[src/hdl/ists_pkg.sv]
// shared constants and types of the i2c target transmit / stretch block
package ists_pkg;
    // ----------------------------------------------------------------
    // widths and bit counts
    // ----------------------------------------------------------------
    localparam int         BYTE_W    = 8;
    localparam logic [3:0] BIT_LAST  = 4'h8;
    localparam logic [3:0] BIT_ACK   = 4'h9;
    localparam logic [3:0] CNT_RST   = 4'h0;
    // ----------------------------------------------------------------
    // address layout
    // ----------------------------------------------------------------
    localparam logic [4:0] TEN_PFX   = 5'h1E;
    localparam int         HI_MSB    = 2;
    localparam int         HI_LSB    = 1;
    // ----------------------------------------------------------------
    // reset values
    // ----------------------------------------------------------------
    localparam logic       CKP_RST   = 1'b1;
    localparam logic [7:0] ADDR_RST  = 8'h00;
    localparam logic [7:0] BYTE_RST  = 8'h00;
    // ----------------------------------------------------------------
    // bus sequencer states
    // ----------------------------------------------------------------
    typedef enum logic [1:0] {
        ST_IDLE,
        ST_ADDR,
        ST_RX,
        ST_TX
    } ists_state_t;
endpackage

[src/hdl/ists_core.sv]
// i2c target: read-data transmit, 10-bit addressing and clock stretching
//
// Functional notes
// [RULE_01] collision while sending with detect enabled: flag it, drop transfer, go idle.
// [RULE_02] start condition sets start seen bit, and interrupt flag when enabled.
// [RULE_03] matching read address: acknowledge, interrupt, clear clock release after ack.
// [RULE_04] setting clock release lets scl go so the byte is clocked out.
// [RULE_05] controller acknowledge captured on rising scl of ninth pulse.
// [RULE_06] during reads, interrupt once controller acknowledge is stored.
// [RULE_07] controller nack: no stretch, still interrupt, release bus for stop.
// [RULE_08] after each acknowledged read byte clear clock release, whatever buffer full says.
// [RULE_09] address hold: at eighth fall of match clear release, stretch, interrupt.
// [RULE_10] under a hold option ack value comes from software, sent after release.
// [RULE_11] address hold with read: again clear release and interrupt after ack.
// [RULE_12] controller must nack the final read byte so scl is released.
// [RULE_13] 10-bit high byte write match: ack, set update flag and interrupt.
// [RULE_14] update flag stretches scl without clearing release; address write frees it.
// [RULE_15] software rewrites the address only after the ack sequence ends.
// [RULE_16] low byte mismatch still sets interrupt and update flag; no buffer full.
// [RULE_17] buffer read clears buffer full; buffer load sets it.
// [RULE_18] stretch enable: after each received byte and ack clear release, hold scl.
// [RULE_19] cleared release holds scl only once it is already low.
// [RULE_20] data hold: clear release at eighth fall of each received data byte.
// [RULE_21] 10-bit mode holds and interrupts at the same points as 7-bit.
// [RULE_22] repeated start or stop leaves the target unaddressed.
// [RULE_23] 10-bit first byte compared with 11110, two upper address bits, zero.
// [RULE_24] transmit data changes on falling scl, stable while scl high.
// [RULE_25] scl and sda only pulled low or released, never driven high.
`timescale 1ns/1ps
module ists_core (
    input  wire logic       core_clk_i,
    input  wire logic       reset_i,
    input  wire logic       scl_i,
    input  wire logic       sda_i,
    output logic            scl_o,
    output logic            scl_oe_o,
    output logic            sda_o,
    output logic            sda_oe_o,
    input  wire logic       ten_bit_mode_i,
    input  wire logic       start_irq_enable_i,
    input  wire logic       collision_detect_enable_i,
    input  wire logic       address_hold_enable_i,
    input  wire logic       data_hold_enable_i,
    input  wire logic       stretch_enable_i,
    input  wire logic       ack_value_bit_i,
    input  wire logic       clock_hold_release_set_i,
    input  wire logic       irq_clear_i,
    input  wire logic       collision_clear_i,
    input  wire logic       address_write_i,
    input  wire logic [7:0] address_wdata_i,
    input  wire logic       buffer_write_i,
    input  wire logic [7:0] buffer_wdata_i,
    input  wire logic       buffer_read_i,
    output logic [7:0]      rx_tx_buffer_o,
    output logic [7:0]      slave_address_o,
    output logic            buffer_full_flag_o,
    output logic            clock_hold_release_o,
    output logic            serial_port_irq_flag_o,
    output logic            bus_collision_flag_o,
    output logic            start_seen_bit_o,
    output logic            ack_status_bit_o,
    output logic            ack_timing_bit_o,
    output logic            address_update_flag_o,
    output logic            read_write_o
);
    // ----------------------------------------------------------------
    // pin synchronisers and bus condition detect
    // ----------------------------------------------------------------
    logic scl_m_reg, scl_s_reg, scl_d_reg;
    logic sda_m_reg, sda_s_reg, sda_d_reg;

    always_ff @(posedge core_clk_i or posedge reset_i) begin
        if (reset_i) begin
            scl_m_reg <= 1'b1;
            scl_s_reg <= 1'b1;
            scl_d_reg <= 1'b1;
            sda_m_reg <= 1'b1;
            sda_s_reg <= 1'b1;
            sda_d_reg <= 1'b1;
        end else begin
            scl_m_reg <= scl_i;
            scl_s_reg <= scl_m_reg;
            scl_d_reg <= scl_s_reg;
            sda_m_reg <= sda_i;
            sda_s_reg <= sda_m_reg;
            sda_d_reg <= sda_s_reg;
        end
    end

    logic scl_rise, scl_fall, start_det, stop_det;
    assign scl_rise  = scl_s_reg & ~scl_d_reg;
    assign scl_fall  = ~scl_s_reg & scl_d_reg;
    assign start_det = scl_s_reg & scl_d_reg & sda_d_reg & ~sda_s_reg;
    assign stop_det  = scl_s_reg & scl_d_reg & ~sda_d_reg & sda_s_reg;

    // ----------------------------------------------------------------
    // sequencer state
    // ----------------------------------------------------------------
    ists_pkg::ists_state_t st_reg, st_next;
    logic [3:0] cnt_reg, cnt_next;
    logic [7:0] shift_reg, shift_next, buf_reg, buf_next, sa_reg, sa_next;
    logic sda_oe_reg, sda_oe_next, scl_oe_reg, scl_oe_next;
    logic hold_reg, hold_next, nack_reg, nack_next, match_reg, match_next;
    logic rw_reg, rw_next, lo_reg, lo_next, ten_ok_reg, ten_ok_next;
    logic ack_timing_bit_reg, ack_timing_bit_next, ackst_reg, ackst_next, ss_reg, ss_next;
    logic irq_reg, irq_next, bf_reg, bf_next, ua_reg, ua_next;
    logic bcl_reg, bcl_next, ckp_reg, ckp_next;
    logic ckp_clr, irq_set, ua_set, bf_set, bf_clr_hw, bcl_set, m, coll;
    logic [7:0] hi_pat;

    always_comb begin
        st_next     = st_reg;
        cnt_next    = cnt_reg;
        shift_next  = shift_reg;
        buf_next    = buf_reg;
        sda_oe_next = sda_oe_reg;
        hold_next   = hold_reg;
        nack_next   = nack_reg;
        match_next  = match_reg;
        rw_next     = rw_reg;
        lo_next     = lo_reg;
        ten_ok_next = ten_ok_reg;
        ack_timing_bit_next = ack_timing_bit_reg;
        ackst_next  = ackst_reg;
        ss_next     = ss_reg;
        ckp_clr     = 1'b0;
        irq_set     = 1'b0;
        ua_set      = 1'b0;
        bf_set      = 1'b0;
        bf_clr_hw   = 1'b0;
        bcl_set     = 1'b0;
        m           = 1'b0;
        coll        = 1'b0;
        hi_pat = {ists_pkg::TEN_PFX, sa_reg[ists_pkg::HI_MSB:ists_pkg::HI_LSB], 1'b0}; // RULE_23
        // software load; in transmit at bit count zero it also primes the shifter and first bit
        if (buffer_write_i) begin
            buf_next = buffer_wdata_i;
            bf_set   = 1'b1; // RULE_17
            if (st_reg == ists_pkg::ST_TX && cnt_reg == ists_pkg::CNT_RST) begin
                shift_next  = buffer_wdata_i;
                sda_oe_next = ~buffer_wdata_i[7];
            end
        end
        if (start_det) begin
            st_next     = ists_pkg::ST_ADDR; // RULE_22
            cnt_next    = ists_pkg::CNT_RST;
            sda_oe_next = 1'b0;
            hold_next   = 1'b0;
            lo_next     = 1'b0;
            ack_timing_bit_next = 1'b0;
            ss_next     = 1'b1; // RULE_02
            irq_set     = start_irq_enable_i; // RULE_02
        end else if (stop_det) begin
            st_next     = ists_pkg::ST_IDLE; // RULE_22
            sda_oe_next = 1'b0;
            hold_next   = 1'b0;
            lo_next     = 1'b0;
            ten_ok_next = 1'b0;
            ack_timing_bit_next = 1'b0;
            ss_next     = 1'b0;
        end else if (st_reg != ists_pkg::ST_IDLE) begin
            if (scl_rise) begin
                cnt_next = cnt_reg + 4'h1;
                if (cnt_reg < ists_pkg::BIT_LAST) begin
                    if (st_reg != ists_pkg::ST_TX) begin
                        shift_next = {shift_reg[6:0], sda_s_reg};
                    end else if (!sda_oe_reg && !sda_s_reg) begin
                        coll = collision_detect_enable_i;
                    end
                end else if (st_reg == ists_pkg::ST_TX) begin
                    ackst_next = sda_s_reg; // RULE_05
                end
            end
            if (coll) begin
                bcl_set     = 1'b1; // RULE_01
                st_next     = ists_pkg::ST_IDLE; // RULE_01
                sda_oe_next = 1'b0;
            end else if (scl_fall && cnt_reg == ists_pkg::BIT_LAST) begin
                unique case (st_reg)
                    ists_pkg::ST_ADDR: begin
                        if (!ten_bit_mode_i) begin
                            m = shift_reg[7:1] == sa_reg[7:1];
                        end else if (lo_reg) begin
                            m = shift_reg == sa_reg;
                        end else begin
                            m = shift_reg[7:1] == hi_pat[7:1] && (!shift_reg[0] || ten_ok_reg);
                        end
                        match_next = m;
                        nack_next  = ~m;
                        if (m) begin
                            buf_next = shift_reg;
                            bf_set   = 1'b1; // RULE_16
                            if (!lo_reg) begin
                                rw_next = shift_reg[0];
                            end
                        end
                        if (m && address_hold_enable_i) begin
                            ckp_clr     = 1'b1; // RULE_09 RULE_21
                            irq_set     = 1'b1; // RULE_09
                            ack_timing_bit_next = 1'b1;
                            hold_next   = 1'b1;
                        end else if (m) begin
                            sda_oe_next = 1'b1; // RULE_03 RULE_13
                        end else if (!lo_reg) begin
                            st_next = ists_pkg::ST_IDLE;
                        end
                    end
                    ists_pkg::ST_RX: begin
                        buf_next  = shift_reg;
                        bf_set    = 1'b1;
                        nack_next = 1'b0;
                        if (data_hold_enable_i) begin
                            ckp_clr     = 1'b1; // RULE_20
                            irq_set     = 1'b1;
                            ack_timing_bit_next = 1'b1;
                            hold_next   = 1'b1;
                        end else begin
                            sda_oe_next = 1'b1;
                        end
                    end
                    ists_pkg::ST_TX: begin
                        sda_oe_next = 1'b0;
                        bf_clr_hw   = 1'b1;
                    end
                    ists_pkg::ST_IDLE: ;
                endcase
            end else if (scl_fall && cnt_reg == ists_pkg::BIT_ACK) begin
                cnt_next    = ists_pkg::CNT_RST;
                sda_oe_next = 1'b0;
                ack_timing_bit_next = 1'b0;
                hold_next   = 1'b0;
                unique case (st_reg)
                    ists_pkg::ST_ADDR: begin
                        if (lo_reg) begin
                            ua_set  = 1'b1; // RULE_16
                            irq_set = 1'b1; // RULE_16
                            lo_next = 1'b0;
                            if (match_reg && !nack_reg) begin
                                ten_ok_next = 1'b1;
                                st_next     = ists_pkg::ST_RX;
                            end else begin
                                st_next = ists_pkg::ST_IDLE;
                            end
                        end else if (nack_reg) begin
                            st_next = ists_pkg::ST_IDLE;
                        end else begin
                            irq_set = 1'b1; // RULE_03 RULE_11 RULE_13
                            if (rw_reg) begin
                                ckp_clr = 1'b1; // RULE_03 RULE_11
                                st_next = ists_pkg::ST_TX;
                            end else if (ten_bit_mode_i) begin
                                ua_set  = 1'b1; // RULE_13
                                lo_next = 1'b1;
                            end else begin
                                st_next = ists_pkg::ST_RX;
                                ckp_clr = stretch_enable_i;
                            end
                        end
                    end
                    ists_pkg::ST_RX: begin
                        if (nack_reg) begin
                            st_next = ists_pkg::ST_IDLE;
                        end else begin
                            irq_set = 1'b1;
                            ckp_clr = stretch_enable_i; // RULE_18
                        end
                    end
                    ists_pkg::ST_TX: begin
                        irq_set = 1'b1; // RULE_06 RULE_07
                        if (ackst_reg) begin
                            st_next = ists_pkg::ST_IDLE; // RULE_07 RULE_12
                        end else begin
                            ckp_clr = 1'b1; // RULE_08
                        end
                    end
                    ists_pkg::ST_IDLE: ;
                endcase
            end else if (scl_fall && st_reg == ists_pkg::ST_TX && cnt_reg != ists_pkg::CNT_RST) begin
                shift_next  = {shift_reg[6:0], 1'b0};
                sda_oe_next = ~shift_reg[6]; // RULE_24
            end
            // held acknowledge goes out only once software releases the clock
            if (hold_reg && clock_hold_release_set_i && !ckp_clr) begin
                hold_next   = 1'b0;
                sda_oe_next = ~ack_value_bit_i; // RULE_10
                nack_next   = ack_value_bit_i;
            end
        end
    end

    // ----------------------------------------------------------------
    // flags and clock stretch; hardware set beats a same-cycle clear
    // ----------------------------------------------------------------
    always_comb begin
        irq_next = irq_set | (irq_reg & ~irq_clear_i);
        bf_next  = bf_set | (bf_reg & ~buffer_read_i & ~bf_clr_hw); // RULE_17
        ua_next  = ua_set | (ua_reg & ~address_write_i); // RULE_14
        bcl_next = bcl_set | (bcl_reg & ~collision_clear_i);
        sa_next  = address_write_i ? address_wdata_i : sa_reg;
        // hardware clear wins so a stretch point is never skipped
        ckp_next = ~ckp_clr & (ckp_reg | clock_hold_release_set_i); // RULE_04
        // never pull scl down in mid high time: wait for it to be low first
        scl_oe_next = (~ckp_reg | ua_reg) & (scl_oe_reg | ~scl_s_reg); // RULE_19 RULE_14
    end

    always_ff @(posedge core_clk_i or posedge reset_i) begin
        if (reset_i) begin
            st_reg     <= ists_pkg::ST_IDLE;
            cnt_reg    <= ists_pkg::CNT_RST;
            shift_reg  <= ists_pkg::BYTE_RST;
            buf_reg    <= ists_pkg::BYTE_RST;
            sa_reg     <= ists_pkg::ADDR_RST;
            sda_oe_reg <= 1'b0;
            scl_oe_reg <= 1'b0;
            hold_reg   <= 1'b0;
            nack_reg   <= 1'b0;
            match_reg  <= 1'b0;
            rw_reg     <= 1'b0;
            lo_reg     <= 1'b0;
            ten_ok_reg <= 1'b0;
            ack_timing_bit_reg <= 1'b0;
            ackst_reg  <= 1'b0;
            ss_reg     <= 1'b0;
            irq_reg    <= 1'b0;
            bf_reg     <= 1'b0;
            ua_reg     <= 1'b0;
            bcl_reg    <= 1'b0;
            ckp_reg    <= ists_pkg::CKP_RST;
        end else begin
            st_reg     <= st_next;
            cnt_reg    <= cnt_next;
            shift_reg  <= shift_next;
            buf_reg    <= buf_next;
            sa_reg     <= sa_next;
            sda_oe_reg <= sda_oe_next;
            scl_oe_reg <= scl_oe_next;
            hold_reg   <= hold_next;
            nack_reg   <= nack_next;
            match_reg  <= match_next;
            rw_reg     <= rw_next;
            lo_reg     <= lo_next;
            ten_ok_reg <= ten_ok_next;
            ack_timing_bit_reg <= ack_timing_bit_next;
            ackst_reg  <= ackst_next;
            ss_reg     <= ss_next;
            irq_reg    <= irq_next;
            bf_reg     <= bf_next;
            ua_reg     <= ua_next;
            bcl_reg    <= bcl_next;
            ckp_reg    <= ckp_next;
        end
    end

    // ----------------------------------------------------------------
    // outputs: open drain only
    // ----------------------------------------------------------------
    assign scl_o                  = 1'b0; // RULE_25
    assign sda_o                  = 1'b0; // RULE_25
    assign scl_oe_o               = scl_oe_reg;
    assign sda_oe_o               = sda_oe_reg;
    assign rx_tx_buffer_o         = buf_reg;
    assign slave_address_o        = sa_reg;
    assign buffer_full_flag_o     = bf_reg;
    assign clock_hold_release_o   = ckp_reg;
    assign serial_port_irq_flag_o = irq_reg;
    assign bus_collision_flag_o   = bcl_reg;
    assign start_seen_bit_o       = ss_reg;
    assign ack_status_bit_o       = ackst_reg;
    assign ack_timing_bit_o       = ack_timing_bit_reg;
    assign address_update_flag_o  = ua_reg;
    assign read_write_o           = rw_reg;
endmodule

[config.mk]
export PLATFORM = sky130hd
export DESIGN_NAME = ists_core
export DESIGN_NICKNAME = d
export VERILOG_FILES = /design/src/hdl/ists_pkg.sv /design/src/hdl/ists_core.sv
export SDC_FILE = /design/constraint.sdc
export NUM_CORES = 1
export LEC_CHECK = 0
export ABC_CLOCK_PERIOD_IN_PS = 2400
export BUFFER_PORTS_ARGS = -buffer_cell sky130_fd_sc_hd__buf_2
export CELL_PAD_IN_SITES_DETAIL_PLACEMENT = 1
export CELL_PAD_IN_SITES_GLOBAL_PLACEMENT = 2
export CORE_UTILIZATION = 31
export DETAILED_ROUTE_END_ITERATION = 10
export PLACE_DENSITY_LB_ADDON = 0.1
export SYNTH_ARGS = -nofsm -noshare
export SYNTH_HDL_FRONTEND = slang
export SYNTH_SLANG_ARGS = --single-unit
export TNS_END_PERCENT = 100
[constraint.sdc]
create_clock -name core_clk_i -period 2.4 [get_ports core_clk_i]
set_input_delay 0.48 -clock core_clk_i [delete_from_list [all_inputs] [get_ports core_clk_i]]
set_output_delay 0.48 -clock core_clk_i [all_outputs]
set_load 0.03 [all_outputs]
==> flow_metrics.tcl <==
set metrics [dict create \
    status "complete, no violations" \
    clock_path_buffers 2 \
    die_h_um 101.7 \
    cp-startpoint "scl_s_reg" \
    synth_top_flop_cell "dfrtp_1" \
    routed.top_layer "met4" \
    finalPower_mw 2.272 \
    grt_start_max_net_pins 31 \
    drt_iter0_markers 83 \
    critPathRequiredTime_ns 2.61 \
    cap_violations 0 \
    skew_ns 0.01081 \
    finalHoldViolations 0 \
    combPwrFrac_pct 29.3 \
    tns_ns 0 \
    antenna_cells 0 \
    power_switching_share_pct 33.84 \
    synth_warnings 0 \
    first_pass_iters 5 \
    dp_slack_ns -0.02671 \
    utilization_pct 40.78 \
    wl_met1_mm 4.558 \
    start_util_pct 31.80 \
    grt_pass1_wl_mm 15.59 \
    whs_ns 0.1887 \
    hold_class "input pin to async pin" \
    gp_congestion 0.9241 \
    yosysUniqueCellTypes 64 \
    post_drt_wl_per_cell_um 18.43 \
    avgViaCountPerCell 5.091 \
    layout_min_cycle_time_ns 2.342 \
    wl_met3_um 442 \
    clock_power_share_pct 25.0 \
    stdcell_count 537 \
    seq_area_frac_synth_pct 42.54 \
    clk_latency_ns 0.32 \
    grt_pass1_vias 2828 \
    ant_nets 0 \
    critPathSlowestCell "dfstp_2" \
    final_layout_size_suffix_gt1_share_pct 38.37 \
    intPower_mw 1.503 \
    synth_top_cell_area_share_pct 36.57 \
    synth_cells 305 \
    tightestPinTransition_ns 0.5457 \
    async_flop_share_pct 100.0 \
    fmax_mhz 427.0 \
    io_pins 62 \
    track_usage_pct 20.14 \
    synth-edff-count 0 \
    rows 36 \
    synth_seq_cells 52 \
    p_per_area_nw_per_um2 575.4 \
    die_width_um 101.7 \
    drt_wl_total_mm 9.899 \
    cts_tree "yes" \
    core_um2 9684 \
    antenna_found_initial 0 \
    p_switching_mw 0.7688 \
    yosys.area.top_type "dfrtp_1" \
    cts_buffers 5 \
    route.met2.wl_mm 4.823 \
    pwr-share-seq_pct 45.7 \
    finalSetupViolations 0 \
    ctsHoldBuffers 0 \
    vias 2734 \
    critPathMaxStageDelay_ns 0.55 \
    port_buffers 59 \
    postLayoutSetupSlackWorst_ns 0.05821 \
    htreeDepth 2 \
    power_leakage_nw 1.820 \
    syn_area_per_cell_um2 10.10 \
    synth_area_um2 3079 \
    area_delta_synth_final_pct 28.24 \
    reg2reg_from "scl_s_reg" \
    worstPathArrival_ns 2.56 \
    drv_slew 0 \
    crit_path_cell_trace "or3b_1 -> or4_4 -> o221ai_1 -> o2111ai_2 -> a22oi_2 -> mux2_1" \
    cts_sinks 52 \
    fin_crit_sh_pct 97.57 \
    clk_pin_slew_ns 0.11 \
    slew_headroom_pct 63.56 \
    fin_nets 444 \
    fin_area_um2 3949 \
    overflow 0 \
    cts_root_buf "clkbuf_8" \
    dp.cells 528 \
    cp_max_fo 5 \
    synth_area_leaders "dfrtp_1 (37%), mux2_2 (6.2%), dfstp_2 (6.0%), o2bb2ai_2 (3.4%), ha_1 (3.3%)" \
    place_area_um2 3830 \
    start_kind "flop" \
    drc 0 \
    end_kind "flop" \
    hpwl_mm 7.735 \
    die-area_um2 10340 \
    ir_drop_v 0.0002796 \
    critical_path_class "flop to flop" \
]
-- logic make-up (layout without fill, tap and decap cells) --
| kind of cell | after synthesis | after routing | synth area share, % |
|---|---|---|---|
| adder cells (fa/ha/maj) | 8 | 8 | 3.251 |
| AO/OA/AOI/OAI | 81 | 81 | 19.22 |
| flip-flops | 52 | 52 | 42.54 |
| buffers and inverters | 33 | 131 | 4.835 |
| multiplexers | 33 | 33 | 11.66 |
| XOR/XNOR | 11 | 11 | 3.129 |
| AND/OR/NAND/NOR | 86 | 86 | 15.24 |
| other | 1 | 2 | 0.1218 |
-- synth_stat cells, types with 3 or more instances --
cell        n
a21oi_1    10
o2bb2ai_2   7
inv_1      17
o211ai_1    3
mux2_2     17
mux2_1      6
nor3_1      3
o21ai_1     3
o21ai_0    20
a21o_1      3
ha_1        8
o22ai_1     4
nand4_1     6
and2_1      4
a211oi_1    4
nor3b_1     3
clkbuf_1   10
dfrtp_1    45
nand2_1    25
o31ai_1     5
nor2b_1     4
xnor2_1     6
mux2i_1    10
xor2_1      5
nor2_1     16
dfstp_2     7
nand3_1     4
-- path summary, 6_finish.rpt --
| kind | end | slack [ns] | cells past startpoint |
|---|---|---|---|
| max in group asynchronous | clock_hold_release_o | 1.57 | 3 |
| worst max register to register | st_reg[0] | 0.06 | 6 |
| min in group core_clk_i | sda_m_reg | 0.25 | 1 |
| worst min register to register | sda_s_reg | 0.36 | 0 |
| worst max-delay path | st_reg[0] | 0.06 | 6 |
| worst min-delay path | rx_tx_buffer_o[5] | 0.19 | 2 |
-- timing repair --
| item | in CTS | in global routing |
|---|---|---|
| setup endpoints to repair | 2 | 7 |
| endpoints found under the hold margin | 0 | 0 |
| buffers inserted | 0 | 1 |
| gates resized for setup | 1 | 2 |
| pin swaps | 0 | 1 |
-- routing by layer --
| metal | vias up | global-route usage (%) |
|---|---|---|
| li1 | 1302 | - |
| met1 | 1349 | 27.54 |
| met2 | 76 | 34.04 |
| met3 | 7 | 2.484 |
| met4 | 0 | 4.236 |
| met5 | - | 0 |
-- cell type report --
type | count | area, um^2
Tap cell | 133 | 166.4
Inverter | 17 | 63.81
Clock buffer | 6 | 82.58
Multi-Input combinational cell | 221 | 1639
Sequential cell | 52 | 1310
Clock inverter | 2 | 13.76
Timing Repair Buffer | 106 | 673.1
Fill cell | 1147 | 5736
-- power by group through the flow --
stage | registers (mW) | clock network (mW) | logic (mW)
final | 1.04 | 0.568 | 0.666
after detailed placement | 1.05 | 0 | 0.666
after floorplan | 1.14 | 0 | 0.288
after global placement | 1.05 | 0 | 0.664
after global routing | 1.05 | 0.610 | 0.725
after CTS | 1.04 | 0.589 | 0.671
-- cells in the final DEF, fill, tap and decap left out, types with 6 or more instances in the layout --
cell type | Yosys | final
buf_4 | 2 | 45
inv_1 | 17 | 16
o2bb2ai_2 | 7 | 7
clkbuf_8 | 0 | 6
mux2_1 | 6 | 6
xnor2_1 | 6 | 6
mux2_2 | 17 | 17
dfrtp_1 | 45 | 45
ha_1 | 8 | 8
o21ai_0 | 20 | 20
dfstp_2 | 7 | 7
buf_2 | 2 | 59
mux2i_1 | 10 | 10
a21oi_1 | 10 | 10
nand2_1 | 25 | 25
nand4_1 | 6 | 6
nor2_1 | 16 | 16
-- critical path: cells and delay by family, from the launching register on --
kind               cells  cell delay (ns)
AOI/OAI and AO/OA      3             0.46
DFF                    1             0.55
muxes                  1             0.33
and+or+nand+nor        2             0.89
Note: power is estimated with default switching activity, not from simulation.
